`src/fri_pkg.sv`:
```
// shared constants and types for the flash resume, power-down and id command block
package fri_pkg;

	// ------------------------------------------------------------
	// opcodes
	// ------------------------------------------------------------
	localparam logic [7:0] OP_SUSPEND  = 8'h75;
	localparam logic [7:0] OP_RESUME   = 8'h7a;
	localparam logic [7:0] OP_PWR_DOWN = 8'hb9;
	localparam logic [7:0] OP_RELEASE  = 8'hab;
	localparam logic [7:0] OP_ID_MD    = 8'h90;
	localparam logic [7:0] OP_ID_DUAL  = 8'h92;
	localparam logic [7:0] OP_ID_QUAD  = 8'h94;
	localparam logic [7:0] OP_UID      = 8'h4b;
	localparam logic [7:0] OP_JEDEC    = 8'h9f;

	// ------------------------------------------------------------
	// timing
	// ------------------------------------------------------------
	localparam int CLK_PERIOD_PS  = 4000;
	localparam int PD_ENTRY_NS    = 3000;
	localparam int PD_RELEASE_NS  = 3000;
	localparam int RESUME_BUSY_NS = 200;
	// longest times round down, least times round up
	localparam int PD_ENTRY_CYC    = (PD_ENTRY_NS * 1000) / CLK_PERIOD_PS;
	localparam int PD_RELEASE_CYC  = (PD_RELEASE_NS * 1000 + CLK_PERIOD_PS - 1) / CLK_PERIOD_PS;
	localparam int RESUME_BUSY_CYC = (RESUME_BUSY_NS * 1000) / CLK_PERIOD_PS;

	// ------------------------------------------------------------
	// frame layout: rising edges before the data phase, data lengths, lanes, output enables
	// ------------------------------------------------------------
	localparam logic [6:0] OPC_BITS  = 7'h08;
	localparam logic [6:0] START_AB  = 7'h20;
	localparam logic [6:0] START_MD  = 7'h20;
	localparam logic [6:0] START_DL  = 7'h18;
	localparam logic [6:0] START_QD  = 7'h14;
	localparam logic [6:0] START_UID = 7'h28;
	localparam logic [6:0] START_JD  = 7'h08;
	localparam logic [6:0] LEN_8     = 7'h08;
	localparam logic [6:0] LEN_16    = 7'h10;
	localparam logic [6:0] LEN_24    = 7'h18;
	localparam logic [6:0] LEN_64    = 7'h40;
	localparam logic [6:0] LANES_1   = 7'h01;
	localparam logic [6:0] LANES_2   = 7'h02;
	localparam logic [6:0] LANES_4   = 7'h04;
	localparam logic [3:0] OE_1      = 4'h2;
	localparam logic [3:0] OE_2      = 4'h3;
	localparam logic [3:0] OE_4      = 4'hf;
	localparam logic [5:0] PIN_RST   = 6'h10;

	typedef enum logic [1:0] {PW_ACTIVE, PW_ENTER, PW_DOWN, PW_RELEASE} fri_pwr_t;
	typedef enum logic [1:0] {CM_OPCODE, CM_WAIT, CM_DATA, CM_IGNORE} fri_cmd_t;

endpackage : fri_pkg

```
`src/fri_sync.sv`:
```
// two-flop synchroniser for the serial pins
`timescale 1ns/1ps
module fri_sync #(
	parameter int           W       = 1,
	parameter logic [W-1:0] RST_VAL = '0
) (
	input  wire logic         clk,
	input  wire logic         rst,
	input  wire logic [W-1:0] din,
	output logic      [W-1:0] dout
);
	logic [W-1:0] meta_q;

	always_ff @(posedge clk) begin
		if (rst) begin
			meta_q <= RST_VAL;
			dout   <= RST_VAL;
		end else begin
			meta_q <= din;
			dout   <= meta_q;
		end
	end
endmodule : fri_sync

```
`src/fri_cmd.sv`:
```
// serial flash resume, power-down and identification command block
// What this block does
// - resume accepted only with suspend flag set and not busy, else dropped
// - accepted resume clears suspend flag at once, busy within 200 ns
// - resume ignored after power loss cut the suspended operation short
// - power-down is B9h alone; chip select must rise right after bit eight
// - power-down state reached within entry time after chip select rises
// - while powered down only ABh is recognised, all else ignored
// - device always starts in normal operation
// - release takes effect at chip select high; no command during release delay
// - ABh plus three dummy bytes shifts device byte out msb first
// - device byte repeats while clocks continue, ends at chip select high
// - ABh ignored entirely while busy
// - 90h plus zero address gives manufacturer then device byte
// - 92h gives alternating id bytes two bits per clock
// - 94h, four dummy clocks, address, then id bytes four bits per clock
// - 4Bh plus four dummy bytes gives 64-bit unique number
// - 9Fh gives manufacturer, memory type and capacity bytes msb first
// - opcode bits captured on rising serial clock; address bits only counted, never stored
// - accepted suspend sets suspend flag immediately
`timescale 1ns/1ps
module fri_cmd #(
	parameter logic [7:0]  MFR_ID         = 8'h5a,
	parameter logic [7:0]  DEV_ID         = 8'h15,
	parameter logic [7:0]  MEM_TYPE       = 8'h60,
	parameter logic [7:0]  CAPACITY       = 8'h16,
	parameter logic [63:0] UNIQUE_ID      = 64'h0123_4567_89ab_cdef,
	parameter int          PD_ENTRY_CYC   = fri_pkg::PD_ENTRY_CYC,
	parameter int          PD_RELEASE_CYC = fri_pkg::PD_RELEASE_CYC
) (
	input  wire logic       clk,
	input  wire logic       rst,
	input  wire logic       sclk,
	input  wire logic       csN,
	input  wire logic [3:0] ioIn,
	output logic      [3:0] ioOut,
	output logic      [3:0] ioOe,
	input  wire logic       coreBusy,
	input  wire logic       powerFail,
	output logic            resumeStart,
	output logic            suspendStart,
	output logic            busyFlag,
	output logic            suspendFlag,
	output logic            powerDown
);
	// id parameters above carry arbitrary values

	if (PD_ENTRY_CYC < 1 || PD_ENTRY_CYC > 65535) begin : g_bad_entry
		$error("PD_ENTRY_CYC out of range");
	end
	if (PD_RELEASE_CYC < 1 || PD_RELEASE_CYC > 65535) begin : g_bad_release
		$error("PD_RELEASE_CYC out of range");
	end

	localparam logic [15:0] ENTRY_LAST   = 16'(PD_ENTRY_CYC - 1);
	localparam logic [15:0] RELEASE_LAST = 16'(PD_RELEASE_CYC - 1);

	// ------------------------------------------------------------
	// pin sampling
	// ------------------------------------------------------------
	logic [5:0] pinS;
	logic       sclkS;
	logic       csS;
	logic [3:0] ioS;
	logic       sclkPrev_q;
	logic       rise;
	logic       fall;
	logic       csRise;
	logic       csPrev_q;

	fri_sync #(
		.W       (6),
		.RST_VAL (fri_pkg::PIN_RST)
	) u_sync (
		.clk  (clk),
		.rst  (rst),
		.din  ({sclk, csN, ioIn}),
		.dout (pinS)
	);

	assign sclkS  = pinS[5];
	assign csS    = pinS[4];
	assign ioS    = pinS[3:0];
	assign rise   = sclkS & ~sclkPrev_q & ~csS;
	assign fall   = ~sclkS & sclkPrev_q & ~csS;
	assign csRise = csS & ~csPrev_q;

	always_ff @(posedge clk) begin
		if (rst) begin
			sclkPrev_q <= 1'b0;
			csPrev_q   <= 1'b1;
		end else begin
			sclkPrev_q <= sclkS;
			csPrev_q   <= csS;
		end
	end

	// ------------------------------------------------------------
	// bit count and opcode capture
	// ------------------------------------------------------------
	logic [6:0] bitCnt_q;
	logic [7:0] opcode_q;
	logic [7:0] opNow;
	logic       decode;

	assign opNow  = {opcode_q[6:0], ioS[0]};
	assign decode = rise && bitCnt_q == fri_pkg::OPC_BITS - 7'h01;

	always_ff @(posedge clk) begin
		if (rst || csS) begin
			bitCnt_q <= 7'h00;
		end else if (rise && bitCnt_q != 7'h7f) begin
			bitCnt_q <= bitCnt_q + 7'h01;
		end
	end

	always_ff @(posedge clk) begin
		if (rst) begin
			opcode_q <= 8'h00;
		end else if (rise && bitCnt_q < fri_pkg::OPC_BITS) begin
			opcode_q <= opNow;
		end
	end

	// ------------------------------------------------------------
	// suspend / resume flags
	// ------------------------------------------------------------
	fri_pkg::fri_pwr_t pwr_q;
	logic              exec;
	logic              resumeOk;
	logic              suspendOk;
	logic              resumePend_q;

	assign busyFlag  = coreBusy | resumePend_q;
	// frame of exactly one opcode byte, acted on at chip select rise
	assign exec      = csRise && bitCnt_q == fri_pkg::OPC_BITS && pwr_q == fri_pkg::PW_ACTIVE;
	assign resumeOk  = exec && opcode_q == fri_pkg::OP_RESUME && suspendFlag && !busyFlag;
	assign suspendOk = exec && opcode_q == fri_pkg::OP_SUSPEND && !suspendFlag && busyFlag;

	always_ff @(posedge clk) begin
		if (rst) begin
			suspendFlag <= 1'b0;
		end else if (suspendOk) begin
			suspendFlag <= 1'b1;
		end else if (resumeOk || powerFail) begin
			suspendFlag <= 1'b0;
		end
	end

	// busy shows on the edge after acceptance, well inside 200 ns
	always_ff @(posedge clk) begin
		if (rst) begin
			resumePend_q <= 1'b0;
		end else if (resumeOk) begin
			resumePend_q <= 1'b1;
		end else if (coreBusy || powerFail) begin
			resumePend_q <= 1'b0;
		end
	end

	always_ff @(posedge clk) begin
		if (rst) begin
			resumeStart  <= 1'b0;
			suspendStart <= 1'b0;
		end else begin
			resumeStart  <= resumeOk;
			suspendStart <= suspendOk;
		end
	end

	// ------------------------------------------------------------
	// power-down sequencing
	// ------------------------------------------------------------
	logic [15:0] pwrCnt_q;
	logic        releaseOk;

	assign releaseOk = csRise && bitCnt_q == fri_pkg::OPC_BITS && opcode_q == fri_pkg::OP_RELEASE
		&& (pwr_q == fri_pkg::PW_ENTER || pwr_q == fri_pkg::PW_DOWN) && !busyFlag;
	assign powerDown = pwr_q == fri_pkg::PW_DOWN;

	always_ff @(posedge clk) begin
		if (rst) begin
			pwr_q    <= fri_pkg::PW_ACTIVE;
			pwrCnt_q <= 16'h0000;
		end else begin
			case (pwr_q)
				fri_pkg::PW_ACTIVE: begin
					pwrCnt_q <= 16'h0000;
					if (exec && opcode_q == fri_pkg::OP_PWR_DOWN) begin
						pwr_q <= fri_pkg::PW_ENTER;
					end
				end
				fri_pkg::PW_ENTER: begin
					if (releaseOk) begin
						pwr_q    <= fri_pkg::PW_RELEASE;
						pwrCnt_q <= 16'h0000;
					end else if (pwrCnt_q == ENTRY_LAST) begin
						pwr_q <= fri_pkg::PW_DOWN;
					end else begin
						pwrCnt_q <= pwrCnt_q + 16'h0001;
					end
				end
				fri_pkg::PW_DOWN: begin
					pwrCnt_q <= 16'h0000;
					if (releaseOk) begin
						pwr_q <= fri_pkg::PW_RELEASE;
					end
				end
				fri_pkg::PW_RELEASE: begin
					if (pwrCnt_q == RELEASE_LAST) begin
						pwr_q <= fri_pkg::PW_ACTIVE;
					end else begin
						pwrCnt_q <= pwrCnt_q + 16'h0001;
					end
				end
				default: begin
					pwr_q <= fri_pkg::PW_ACTIVE;
				end
			endcase
		end
	end

	// ------------------------------------------------------------
	// id read decode
	// ------------------------------------------------------------
	fri_pkg::fri_cmd_t cmd_q;
	logic [63:0]       pat_q;
	logic [6:0]        len_q;
	logic [6:0]        lanes_q;
	logic [6:0]        start_q;
	logic [3:0]        oeMask_q;
	logic              idOk;

	// outside normal operation no id read is served; only entry and power-down hear the release
	always_comb begin
		idOk = 1'b0;
		if (pwr_q == fri_pkg::PW_ACTIVE) begin
			case (opNow)
				fri_pkg::OP_RELEASE: idOk = !busyFlag;
				fri_pkg::OP_ID_MD,
				fri_pkg::OP_ID_DUAL,
				fri_pkg::OP_ID_QUAD,
				fri_pkg::OP_UID,
				fri_pkg::OP_JEDEC:   idOk = 1'b1;
				default:             idOk = 1'b0;
			endcase
		end
	end

	always_ff @(posedge clk) begin
		if (rst || csS) begin
			cmd_q <= fri_pkg::CM_OPCODE;
		end else begin
			case (cmd_q)
				fri_pkg::CM_OPCODE: begin
					if (decode) begin
						cmd_q <= idOk ? fri_pkg::CM_WAIT : fri_pkg::CM_IGNORE;
					end
				end
				fri_pkg::CM_WAIT: begin
					if (fall && bitCnt_q >= start_q) begin
						cmd_q <= fri_pkg::CM_DATA;
					end
				end
				fri_pkg::CM_DATA:   cmd_q <= fri_pkg::CM_DATA;
				fri_pkg::CM_IGNORE: cmd_q <= fri_pkg::CM_IGNORE;
				default:            cmd_q <= fri_pkg::CM_IGNORE;
			endcase
		end
	end

	always_ff @(posedge clk) begin
		if (rst) begin
			pat_q    <= 64'h0;
			len_q    <= fri_pkg::LEN_8;
			lanes_q  <= fri_pkg::LANES_1;
			start_q  <= fri_pkg::START_JD;
			oeMask_q <= fri_pkg::OE_1;
		end else if (decode && cmd_q == fri_pkg::CM_OPCODE) begin
			len_q    <= fri_pkg::LEN_16;
			lanes_q  <= fri_pkg::LANES_1;
			oeMask_q <= fri_pkg::OE_1;
			pat_q    <= {MFR_ID, DEV_ID, 48'h0};
			start_q  <= fri_pkg::START_MD;
			case (opNow)
				fri_pkg::OP_RELEASE: begin
					pat_q   <= {DEV_ID, 56'h0};
					len_q   <= fri_pkg::LEN_8;
					start_q <= fri_pkg::START_AB;
				end
				fri_pkg::OP_ID_DUAL: begin
					lanes_q  <= fri_pkg::LANES_2;
					oeMask_q <= fri_pkg::OE_2;
					start_q  <= fri_pkg::START_DL;
				end
				fri_pkg::OP_ID_QUAD: begin
					lanes_q  <= fri_pkg::LANES_4;
					oeMask_q <= fri_pkg::OE_4;
					start_q  <= fri_pkg::START_QD;
				end
				fri_pkg::OP_UID: begin
					pat_q   <= UNIQUE_ID;
					len_q   <= fri_pkg::LEN_64;
					start_q <= fri_pkg::START_UID;
				end
				fri_pkg::OP_JEDEC: begin
					pat_q   <= {MFR_ID, MEM_TYPE, CAPACITY, 40'h0};
					len_q   <= fri_pkg::LEN_24;
					start_q <= fri_pkg::START_JD;
				end
				default: begin
					start_q <= fri_pkg::START_MD;
				end
			endcase
		end
	end

	// ------------------------------------------------------------
	// output shifter
	// ------------------------------------------------------------
	logic [6:0]  pos_q;
	logic [6:0]  posNext;
	logic [63:0] patShift;
	logic [3:0]  nib;
	logic        drive;

	assign drive    = fall && (cmd_q == fri_pkg::CM_DATA
		|| (cmd_q == fri_pkg::CM_WAIT && bitCnt_q >= start_q));
	assign patShift = pat_q << pos_q;
	assign nib      = patShift[63:60];
	assign posNext  = pos_q + lanes_q;

	always_ff @(posedge clk) begin
		if (rst || csS) begin
			pos_q <= 7'h00;
		end else if (drive) begin
			// wrapping keeps the pattern repeating while clocks run
			pos_q <= (posNext >= len_q) ? 7'h00 : posNext;
		end
	end

	always_ff @(posedge clk) begin
		if (rst || csS) begin
			ioOut <= 4'h0;
			ioOe  <= 4'h0;
		end else if (drive) begin
			ioOe <= oeMask_q;
			case (lanes_q)
				fri_pkg::LANES_1: ioOut <= {2'b00, nib[3], 1'b0};
				fri_pkg::LANES_2: ioOut <= {2'b00, nib[3:2]};
				default:          ioOut <= nib;
			endcase
		end
	end

	// ------------------------------------------------------------
	// checks
	// ------------------------------------------------------------
	property p_resume_gate;
		@(posedge clk) disable iff (rst)
		resumeStart |-> $past(suspendFlag) && !$past(busyFlag);
	endproperty
	a_resume_gate: assert property (p_resume_gate) else $error("resume taken in wrong state");

	property p_resume_effect;
		@(posedge clk) disable iff (rst)
		resumeStart |-> !suspendFlag && busyFlag;
	endproperty
	a_resume_effect: assert property (p_resume_effect) else $error("resume did not clear flag or set busy");

	property p_power_loss;
		@(posedge clk) disable iff (rst)
		powerFail && !suspendOk |=> !suspendFlag ##1 !resumeStart;
	endproperty
	a_power_loss: assert property (p_power_loss) else $error("suspend survived power loss");

	property p_pd_entry;
		@(posedge clk) disable iff (rst)
		$changed(pwr_q) && pwr_q == fri_pkg::PW_ENTER
			|-> $past(opcode_q) == fri_pkg::OP_PWR_DOWN && $past(bitCnt_q) == fri_pkg::OPC_BITS;
	endproperty
	a_pd_entry: assert property (p_pd_entry) else $error("power-down entered without clean B9h");

	property p_pd_time;
		@(posedge clk) disable iff (rst)
		pwr_q == fri_pkg::PW_ENTER && pwrCnt_q == ENTRY_LAST && !releaseOk |=> pwr_q == fri_pkg::PW_DOWN;
	endproperty
	a_pd_time: assert property (p_pd_time) else $error("power-down entry too slow");

	property p_pd_quiet;
		@(posedge clk) disable iff (rst)
		pwr_q != fri_pkg::PW_ACTIVE |-> ioOe == 4'h0 && !resumeStart && !suspendStart;
	endproperty
	a_pd_quiet: assert property (p_pd_quiet) else $error("command served while powered down");

	property p_start_active;
		@(posedge clk) disable iff (rst)
		$fell(rst) |-> pwr_q == fri_pkg::PW_ACTIVE;
	endproperty
	a_start_active: assert property (p_start_active) else $error("not in normal operation after reset");

	property p_release_delay;
		@(posedge clk) disable iff (rst)
		$past(pwr_q) == fri_pkg::PW_RELEASE && pwr_q == fri_pkg::PW_ACTIVE |-> $past(pwrCnt_q) == RELEASE_LAST;
	endproperty
	a_release_delay: assert property (p_release_delay) else $error("release delay cut short");

	property p_busy_ignore;
		@(posedge clk) disable iff (rst)
		decode && cmd_q == fri_pkg::CM_OPCODE && opNow == fri_pkg::OP_RELEASE && busyFlag
			|=> cmd_q == fri_pkg::CM_IGNORE;
	endproperty
	a_busy_ignore: assert property (p_busy_ignore) else $error("ABh served while busy");

	property p_suspend_set;
		@(posedge clk) disable iff (rst)
		suspendStart |-> suspendFlag && !$past(suspendFlag);
	endproperty
	a_suspend_set: assert property (p_suspend_set) else $error("suspend flag not set");

endmodule : fri_cmd

```
`config.mk`:
```
export PLATFORM = sky130hd
export DESIGN_NAME = fri_cmd
export DESIGN_NICKNAME = d
export VERILOG_FILES = /design/src/fri_pkg.sv /design/src/fri_sync.sv /design/src/fri_cmd.sv
export SDC_FILE = /design/constraint.sdc
export NUM_CORES = 1
export LEC_CHECK = 0
export ABC_AREA = 1
export BUFFER_PORTS_ARGS = -buffer_cell sky130_fd_sc_hd__clkbuf_2
export CORE_ASPECT_RATIO = 2
export CORE_MARGIN = 2
export CORE_UTILIZATION = 25
export DETAILED_ROUTE_END_ITERATION = 8
export SLEW_MARGIN = 40
export SYNTH_ARGS = -nofsm -noshare
export SYNTH_HDL_FRONTEND = slang
export SYNTH_SLANG_ARGS = --single-unit
```
`constraint.sdc`:
```
create_clock -name clk -period 2.24 [get_ports clk]
set_input_delay 0.112 -clock clk [delete_from_list [all_inputs] [get_ports clk]]
set_output_delay 0.112 -clock clk [all_outputs]
set_load 0.02 [all_outputs]
```
==> results.py, run 1 <==
metrics = {
    "worst_setup_path": {
        "slowest_delay_ns": 0.34,
        "cp.arrival_ns": 2.42,
        "path_cells": "ha_4 > fa_2 > a21o_1 > nand2_2 > xor2_1 > inv_1 > ha_4 > a21oi_2 > nand2_2 > nand2_4 > nand3b_1 > a21oi_2",
        "worstPathRequired_ns": 2.52,
        "reg2reg_slack_ns": 0.10,
        "cpMaxStageDelayCell": "dfxtp_2",
        "path_max_fanout": 7,
        "startpoint_type": "flop",
        "cp-end-kind": "flop",
        "worstSetupPathType": "flop to flop",
    },
    "global_route": {
        "grt_max_degree": 27,
        "antenna_found_initial": 0,
        "globalRoute.totalOverflow": 0,
        "grt_pass1_wl_um": 20800,
        "first_global_vias": 4417,
        "grt_usage_pct": 13.1,
    },
    "logic_synthesis": {
        "synth-seq-cells": 78,
        "synth_edf_count": 0,
        "synth_common_cells": "160 x nand2_1, 81 x inv_1, 78 x dfxtp_1",
        "syn_nets": 737,
        "synth_area_leaders": "dfxtp_1 33%, nand2_1 13%, nand3_1 7.7%",
        "yosysTopAreaCell": "dfxtp_1",
        "synth.top_cell.area_share_pct": 32.8,
        "ys_warn_count": 0,
        "ys_seq_area_share_pct": 32.8,
        "syn_area_per_cell_sq_um": 6.77,
        "syn-cell-area_sq_um": 4770,
        "async_flop_share_pct": 0,
        "synth_cells": 704,
        "synthDistinctLibCells": 47,
        "yosys.cell_count.top_type": "nand2_1",
        "synth_ff_type": "dfxtp_1",
    },
    "pwr": {
        "power_per_cell_area_nw_per_um2": 569,
        "pwr-share-comb_pct": 5.6,
        "internal_power_uw": 2460,
        "switching_power_uw": 726,
        "p_leak_uw": 0.00228,
        "power_uw": 3180,
        "power_frac_clock_pct": 49.5,
        "switching_share_pct": 22.8,
        "ir_drop_mv": 0.583,
        "seqPwrFrac_pct": 44.9,
    },
    "floorplan": {
        "start_util_pct": 25.4,
        "rows": 71,
        "die_w_um": 102,
        "design.portCount": 23,
        "dieArea_sq_um": 20300,
        "die_h_um": 199,
        "core_sq_um": 18700,
    },
    "route": {
        "routedWlPerCell_um": 12.5,
        "vias": 4524,
        "ant_nets": 0,
        "routed_wl_um": 12400,
        "first_pass_iters": 4,
        "viasPerCell": 4.59,
        "drc": 0,
        "drt_iter0_markers": 286,
    },
    "sta": {
        "fmax_mhz": 468,
        "hold_violations": 0,
        "period_share_pct": 95.4,
        "setup_violations": 0,
        "hold_ws_ns": 0.0611,
        "worst_slew_pin_slew_ns": 0.505,
        "min_period_ns": 2.14,
        "maxSlewHeadroom_pct": 66.3,
        "rsz0062_at_grt": "yes",
        "skew_ns": 0.00713,
        "final_max_slew_viol_count": 0,
    },
    "layout": {
        "diodes": 0,
        "area_growth_pct": 17.3,
        "fill_cells": 2070,
        "num-nets-final": 759,
        "utilization_pct": 29.8,
        "drive_above_1_share_pct": 14.2,
        "stdcell_count": 986,
    },
    "clock_network": {
        "cts_root_buf": "clkbuf_16",
        "max-clock-path-buffers": 2,
        "htree_levels": 3,
        "clock_latency_ns": 0.34,
        "clock_sinks": 78,
        "path_clk_slew_ns": 0.06,
        "cts_tree": "yes",
        "numCtsBuffers": 9,
    },
    "placement": {
        "place_hpwl_um": 9340,
        "gp_congestion": 0.932,
        "port_buffers": 19,
        "dp.cells": 966,
    },
    "run": {
        "maxCapViolations": 0,
    },
    "hold_path": {
        "min_path_type": "input pin to flop",
    },
    "status": {
        "status": "completed",
    },
}
==> worst max-delay path: cells and delay by family, from the launching register on <==
family                   cells  cell delay [ns]
buffers and inverters        1             0.09
XOR/XNOR                     1             0.13
AO/OA/AOI/OAI                3             0.42
adder cells (fa/ha/maj)      3             0.73
flip-flops                   1             0.34
AND/OR/NAND/NOR              4             0.36
==> final timing paths <==
| path | start | to | cells past startpoint |
|---|---|---|---|
| hold reg to reg | u_sync.meta_q[0] | u_sync.dout[0] | 2 |
| setup / recovery | lanes_q[0] | pos_q[3] | 12 |
| setup reg to reg | lanes_q[0] | pos_q[3] | 12 |
| hold / removal | coreBusy | resumePend_q | 3 |
==> layout make-up <==
| cell class | count | area, sq um | share of cell area, % |
|---|---|---|---|
| Clock buffer | 10 | 229 | 4.10 |
| Tap cell | 255 | 319 | 5.71 |
| Timing Repair Buffer | 38 | 245 | 4.39 |
| Multi-Input combinational cell | 511 | 2800 | 50.1 |
| Inverter | 88 | 338 | 6.04 |
| Clock inverter | 6 | 93.8 | 1.68 |
| Sequential cell | 78 | 1570 | 28.0 |
==> sequential cells by signal, indices dropped and copies added (netlist names), 3 cells and up <==
| signal | flops |
|---|---|
| bitCnt_q | 7 |
| ioOe | 3 |
| u_sync.dout | 3 |
| pwrCnt_q | 16 |
| pos_q | 7 |
| u_sync.meta_q | 3 |
| opcode_q | 8 |
| pat_q | 8 |
| start_q | 3 |
| ioOut | 4 |
==> layout by cell type (no fill, tap or decap), types with 3 or more instances in the layout <==
cell type      netlist  layout
nor2_1              66      66
clkbuf_2             1      19
nand3_1             73      69
dfxtp_1             78      75
clkinv_4             1       3
dfxtp_2              0       3
or2_2                4       4
nand4_1             16      16
dlygate4sd3_1        0       3
a21oi_1             57      52
buf_4                6      16
nor2_2               4       4
o211ai_1             9       9
inv_1               81      81
xor2_1              11      10
a211oi_1             3       3
nor3_2               4       4
nand2_2              1       5
nand3_2              3       7
o21ai_0             36      36
clkbuf_16            0       9
ha_1                22      19
xnor2_1              4       4
nor3_1              11      11
a21oi_2              1       6
nand3b_1             3       3
nand2_1            160     155
inv_2                5       5
==> metal layers <==
metal  share of wire [%]  GRT usage (%)  up-vias
met5                   0              0        -
met4                 4.8           8.76        0
met3                 2.0           1.26       30
met2                  56           24.9       79
met1                  37           12.9     2055
li1                    -              -     2360
==> through the flow <==
step | worst slack, ns | instance area (sq um) | setup TNS, ns
final | 0.103 | 5590 | 0
after detailed placement | -0.130 | 5130 | -0.808
after floorplan | 0.0618 | 4770 | 0
after global placement | -0.127 | 5130 | -0.835
after global routing | -0.0340 | 5590 | -0.143
after CTS | 0.00685 | 5490 | 0
==> cells by family after synthesis <==
logic type	synth area share, %
and+or+nand+nor	34.2
AOI/OAI and AO/OA	13.7
buffers and inverters	10.5
DFF	32.8
adders and majority gates	6.20
xor gates and xnor gates	2.76
==> power by group through the flow <==
stage,clock network [uW],logic (uW),registers [uW]
floorplan,0,129,1450
global placement,0,177,1460
detailed placement,0,179,1460
CTS,1630,183,1430
global route,1690,202,1430
finish,1580,179,1430
==> timing repair <==
item,CTS,global route
pin swaps,1,4
endpoints found under the hold margin,3,0
buffers inserted,0,1
hold buffers,3,0
endpoints found under the setup margin,7,7
resized for setup,3,21
No activity file was read; power rests on OpenSTA's default activity.
==> run 2, diff against run 1 <==
--- a/config.mk
+++ b/config.mk
@@ -6,11 +6,11 @@
 export NUM_CORES = 1
 export LEC_CHECK = 0
 export ABC_AREA = 1
-export BUFFER_PORTS_ARGS = -buffer_cell sky130_fd_sc_hd__clkbuf_2
 export CORE_ASPECT_RATIO = 2
 export CORE_MARGIN = 2
-export CORE_UTILIZATION = 25
+export CORE_UTILIZATION = 45
 export DETAILED_ROUTE_END_ITERATION = 8
+export DONT_BUFFER_PORTS = 1
 export SLEW_MARGIN = 40
 export SYNTH_ARGS = -nofsm -noshare
 export SYNTH_HDL_FRONTEND = slang
==> run 2 against run 1 <==
Against the previous run: the run now ends with setup timing left; total power is 1.1% lower; final cell count fell by 13%; critical endpoint unchanged; critical path type unchanged; setup slack worse by 0.12 ns; fmax decreased by 5.3%; clock power barely moved.
==> results.py, run 2 (synthesis results as in run 1) <==
metrics = {
    "sta": {
        "hold_violations": 0,
        "skew_ns": 0.00912,
        "rsz0062_at_grt": "yes",
        "min_period_ns": 2.26,
        "period_share_pct": 101,
        "setup_violations": 3,
        "worst_slew_pin_slew_ns": 0.541,
        "maxSlewHeadroom_pct": 63.9,
        "final_max_slew_viol_count": 0,
        "fmax_mhz": 443,
        "worst_slack_ns": -0.0161,
    },
    "status": {
        "violations": "setup timing",
        "status": "finished with violations",
    },
    "route": {
        "routedWlPerCell_um": 14.3,
        "vias": 4606,
        "drt_iter0_markers": 280,
        "first_pass_iters": 5,
        "routed_wl_um": 12200,
        "drc": 0,
        "ant_nets": 0,
        "viasPerCell": 5.40,
    },
    "clock_network": {
        "htree_levels": 3,
        "clock_sinks": 78,
        "cts_tree": "yes",
        "cts_root_buf": "clkbuf_16",
        "path_clk_slew_ns": 0.06,
        "numCtsBuffers": 9,
        "max-clock-path-buffers": 2,
        "clock_latency_ns": 0.34,
    },
    "placement": {
        "port_buffers": 0,
        "place_hpwl_um": 8940,
        "placed_area_sq_um": 4900,
        "gp_congestion": 0.911,
    },
    "hold_path": {
        "hp-start": "powerFail",
        "holdPathEnd": "resumePend_q",
        "min_path_type": "input pin to flop",
        "min_path_cells": 2,
    },
    "layout": {
        "fill_cells": 1052,
        "diodes": 0,
        "num-nets-final": 744,
        "area_growth_pct": 11.8,
        "largest_register_ffs": 16,
        "reg.largest.list": "pwrCnt_q x16, opcode_q x8, pat_q x8",
        "final_cell_mix": "159 x nand2_1, 81 x inv_1, 76 x dfxtp_1, 71 x nand3_1, 66 x nor2_1",
        "drive_above_1_share_pct": 10.6,
        "top_register": "pwrCnt_q",
        "register_area_sq_um": 1560,
        "layout_commonest_cell": "nand2_1",
        "multi_input_area_sq_um": 2760,
        "final_area_sq_um": 5330,
    },
    "worst_setup_path": {
        "reg2regPathDepth": 12,
        "startpoint_type": "flop",
        "worstReg2RegEnd": "pos_q[3]",
        "reg2reg_slack_ns": -0.02,
        "cp-end-kind": "flop",
        "critPathTopFamily": "adder cells",
        "worstSetupPathType": "flop to flop",
        "worstPathRequired_ns": 2.50,
        "cp.arrival_ns": 2.52,
        "path_cells": "ha_4 > fa_2 > a21o_1 > nand2_1 > xor2_1 > inv_1 > ha_1 > a21oi_1 > nand2_1 > nand2_4 > nand3b_1 > a21oi_1",
        "r2r-start": "lanes_q[0]",
        "path_max_fanout": 7,
        "cpMaxStageDelayCell": "fa_2",
        "crit_buf_inv": 1,
        "slowest_delay_ns": 0.35,
    },
    "floorplan": {
        "die_h_um": 150,
        "rows": 53,
        "core_sq_um": 10400,
        "design.portCount": 23,
        "dieArea_sq_um": 11500,
        "start_util_pct": 45.8,
        "die_w_um": 76.8,
    },
    "global_route": {
        "globalRoute.totalOverflow": 0,
        "grt_max_degree": 26,
        "grt_usage_pct": 21.8,
        "grt_pass1_wl_um": 20100,
        "first_global_vias": 4464,
        "antenna_found_initial": 0,
    },
    "pwr": {
        "power_per_cell_area_nw_per_um2": 591,
        "ir_drop_mv": 0.473,
        "power_uw": 3150,
        "p_leak_uw": 0.00222,
    },
    "run": {
        "maxCapViolations": 0,
    },
}
-- run 2: cell types whose count changed in the layout (fill, tap and decap cells not counted), moves of 2 or more --
| cell | before | now |
|---|---|---|
| nand2_1 | 155 | 159 |
| clkinv_2 | 0 | 2 |
| clkinv_4 | 3 | 1 |
| a21oi_1 | 52 | 54 |
| ha_1 | 19 | 21 |
| a21oi_2 | 6 | 4 |
| buf_4 | 16 | 18 |
| nand2_2 | 5 | 1 |
| clkbuf_2 | 19 | 0 |
| nand3_2 | 7 | 5 |
| nand3_1 | 69 | 71 |
-- run 2: what timing repair did --
item                                    4_1_cts  5_1_grt
gates resized for setup                       4        9
buffers inserted                              0        2
hold buffers                                  5        0
endpoints found under the hold margin        26        0
pin swaps                                     0        2
endpoints found under the setup margin        7        7
-- run 2: cell type report --
cell class              count  share of cell area (%)
clock inverters             4                    1.32
multi-input cells         511                    51.7
flip-flops and latches     78                    29.4
inverters                  88                    6.34
clock buffers              12                    4.63
well taps                 137                    3.22
repair buffers             23                    3.38
-- run 2: through the flow --
step	hold WS [ns]	instances	setup WS, ns	utilization (%)	TNS, ns
3_5_place_dp	0.187	830	-0.143	47.0	-0.950
4_1_cts	0.0693	851	-0.00125	50.7	-0.00224
3_3_place_gp	0.186	830	-0.113	47.0	-0.685
5_1_grt	0.0765	853	-0.145	51.2	-0.905
6_report	0.0839	853	-0.0161	51.2	-0.0339
2_1_floorplan	0.216	704	0.0618	-	0
-- run 2: power by group --
part	internal (uW)	total, uW	switching (uW)
Sequential	1410	1430	19.4
Clock	1000	1550	549
Combinational	58.9	168	109
-- run 2: worst max path at each step --
stage                from  endpoint  slack (ns)  cells after the start
5_1_grt        lanes_q[0]  pos_q[0]       -0.15                     12
4_1_cts        lanes_q[0]  pos_q[5]      -0.001                     12
6_report       lanes_q[0]  pos_q[3]       -0.02                     12
2_1_floorplan  lanes_q[0]  pos_q[3]        0.06                     12
3_5_place_dp   lanes_q[0]  pos_q[5]       -0.14                     12
3_3_place_gp   lanes_q[0]  pos_q[0]       -0.11                     12
-- run 2: routing by layer --
metal / share of wire (%) / global-route usage, % / vias to the layer above
met5: 0 / 0 / -
met1: 39 / 22.2 / 2111
met4: 4.9 / 14.2 / 0
met2: 53 / 40.6 / 123
li1: - / - / 2322
met3: 2.9 / 3.14 / 50
==> run 3, diff against run 2 <==
--- a/config.mk
+++ b/config.mk
@@ -11,7 +11,8 @@
 export CORE_UTILIZATION = 45
 export DETAILED_ROUTE_END_ITERATION = 8
 export DONT_BUFFER_PORTS = 1
-export SLEW_MARGIN = 40
+export GPL_ROUTABILITY_DRIVEN = 0
+export SLEW_MARGIN = 20
 export SYNTH_ARGS = -nofsm -noshare
 export SYNTH_HDL_FRONTEND = slang
 export SYNTH_SLANG_ARGS = --single-unit
==> constraint.sdc (replaced) <==
create_clock -name clk -period 2.24 [get_ports clk]
set_input_delay 0.224 -clock clk [delete_from_list [all_inputs] [get_ports clk]]
set_output_delay 0.224 -clock clk [all_outputs]
set_load 0.02 [all_outputs]
==> run 3 against run 2 <==
Against the previous run: the flow now finishes without violations; routed wire length grew 0.54%; die area unchanged; sequential cell count is the same; global-route usage rose by 0.39 points; fmax up 1.7%; combinational power is essentially flat; first-iteration DRC count fell by 14%; final cell count grew 0.70%; clock skew is 0.0021 ns lower; utilization increased by 0.35 points; register-to-register slack gained 0.04 ns; clock-buffer cell count is 1 lower; critical path type unchanged; largest cell class unchanged; largest power group is now sequential cells.
==> results.py, run 3 (synthesis results as in run 1) <==
metrics = {
    "floorplan": {
        "start_util_pct": 45.8,
        "die_w_um": 76.8,
        "design.portCount": 23,
        "core_sq_um": 10400,
        "die_h_um": 150,
        "dieArea_sq_um": 11500,
        "rows": 53,
    },
    "route": {
        "routedWlPerCell_um": 14.3,
        "ant_nets": 0,
        "vias": 4619,
        "first_pass_iters": 5,
        "viasPerCell": 5.38,
        "routed_wl_um": 12300,
        "drc": 0,
        "drt_iter0_markers": 240,
    },
    "worst_setup_path": {
        "startpoint_type": "flop",
        "worstSetupPathType": "flop to flop",
        "cp.arrival_ns": 2.45,
        "cp-end-kind": "flop",
        "cp-startpoint": "pos_q[0]",
        "path_max_fanout": 2,
        "reg2reg_slack_ns": 0.02,
        "worstPathRequired_ns": 2.47,
        "worstReg2RegEnd": "pos_q[4]",
        "r2r-start": "pos_q[0]",
        "reg2regPathDepth": 13,
        "endpoint": "pos_q[4]",
    },
    "global_route": {
        "first_global_vias": 4534,
        "grt_max_degree": 26,
        "grt_usage_pct": 22.2,
        "globalRoute.totalOverflow": 0,
        "grt_pass1_wl_um": 20500,
        "antenna_found_initial": 0,
    },
    "layout": {
        "reg.largest.list": "pwrCnt_q x16, opcode_q x8, pat_q x8",
        "register_area_sq_um": 1570,
        "fill_cells": 1077,
        "layout_commonest_cell": "nand2_1",
        "drive_above_1_share_pct": 12.0,
        "num-nets-final": 750,
        "largest_register_ffs": 16,
        "multi_input_area_sq_um": 2780,
        "final_cell_mix": "158 x nand2_1, 81 x inv_1, 75 x dfxtp_1, 71 x nand3_1, 66 x nor2_1",
        "diodes": 0,
        "final_area_sq_um": 5360,
        "area_growth_pct": 12.5,
        "top_register": "pwrCnt_q",
    },
    "sta": {
        "skew_ns": 0.00699,
        "period_share_pct": 99.1,
        "fmax_mhz": 451,
        "min_period_ns": 2.22,
        "hold_ws_ns": 0.0733,
        "rsz0062_at_grt": "yes",
        "maxSlewHeadroom_pct": 44.3,
        "worst_slack_ns": 0.0206,
        "setup_violations": 0,
        "worst_slew_pin_slew_ns": 0.832,
        "hold_violations": 0,
        "final_max_slew_viol_count": 0,
    },
    "placement": {
        "port_buffers": 0,
        "place_hpwl_um": 9070,
        "dp_slack_ns": -0.162,
        "placed_area_sq_um": 4900,
    },
    "run": {
        "maxCapViolations": 0,
    },
    "clock_network": {
        "cts_root_buf": "clkbuf_16",
        "htree_levels": 3,
        "clock_latency_ns": 0.33,
        "clock_sinks": 78,
        "numCtsBuffers": 9,
        "max-clock-path-buffers": 2,
        "path_clk_slew_ns": 0.06,
        "cts_tree": "yes",
    },
    "hold_path": {
        "min_path_type": "input pin to flop",
        "hp-start": "rst",
    },
    "pwr": {
        "power_frac_clock_pct": 46.6,
        "p_leak_uw": 0.00224,
        "switching_power_uw": 666,
        "switching_share_pct": 22.3,
        "internal_power_uw": 2320,
        "power_per_cell_area_nw_per_um2": 557,
        "pwr-share-comb_pct": 5.6,
        "seqPwrFrac_pct": 47.8,
        "ir_drop_mv": 0.568,
    },
    "status": {
        "status": "completed",
    },
}
[run 3: critical path, cell delays in order (launching register included)]
cell and delay [ns]:
dfxtp_2 0.33, ha_4 0.16, fa_2 0.36, a21o_1 0.19, nand2_1 0.07, xor2_1 0.14
inv_1 0.10, buf_4 0.14, buf_4 0.12, buf_4 0.12, buf_4 0.12, buf_4 0.13
nand3_1 0.07, a21oi_1 0.06
[run 3: area by class of cell]
type / count / share of cell area (%)
Inverter: 88 / 6.30
Clock buffer: 11 / 4.34
Timing Repair Buffer: 29 / 4.25
Sequential cell: 78 / 29.2
Tap cell: 137 / 3.20
Multi-Input combinational cell: 511 / 51.8
Clock inverter: 5 / 0.933
[run 3: repair_timing]
action / CTS / global route
setup endpoints to repair: 7 / 7
endpoints found under the hold margin: 22 / 0
pin swaps: 8 / 6
hold buffers: 4 / 0
resized for setup: 11 / 7
gates cloned: 0 / 0
buffers inserted: 7 / 1
[run 3: power groups by stage]
stage	clock, uW	combinational, uW	sequential, uW
after CTS	1420	169	1430
after global routing	1490	190	1430
after detailed placement	0	155	1460
after global placement	0	152	1460
after floorplan	0	129	1450
final	1390	168	1430
[run 3: layer usage]
| metal | vias to the layer above | GRT usage (%) | wire, um |
|---|---|---|---|
| li1 | 2335 | - | - |
| met1 | 2161 | 21.5 | 4670 |
| met2 | 87 | 42.8 | 6640 |
| met3 | 36 | 4.04 | 367 |
| met4 | 0 | 12.8 | 578 |
| met5 | - | 0 | 0 |
[run 3: worst min path at each step]
| stage | endpoint | slack (ns) | cells after the start |
|---|---|---|---|
| global route | resumePend_q | 0.09 | 2 |
| CTS | cmd_q[1] | 0.07 | 3 |
| finish | cmd_q[1] | 0.07 | 3 |
| detailed placement | lanes_q[1] | 0.30 | 1 |
| floorplan | u_sync.meta_q[4] | 0.33 | 1 |
| global placement | pat_q[48] | 0.30 | 1 |
[run 3: metrics by stage]
stage | setup TNS (ns) | utilization (%) | total power, uW | std cells
2_1_floorplan | 0 | - | 1580 | 704
3_3_place_gp | -0.655 | 47.1 | 1610 | 831
3_5_place_dp | -0.953 | 47.1 | 1610 | 831
4_1_cts | -0.00903 | 51.1 | 3020 | 858
5_1_grt | -0.312 | 51.5 | 3110 | 859
6_report | 0 | 51.5 | 2990 | 859
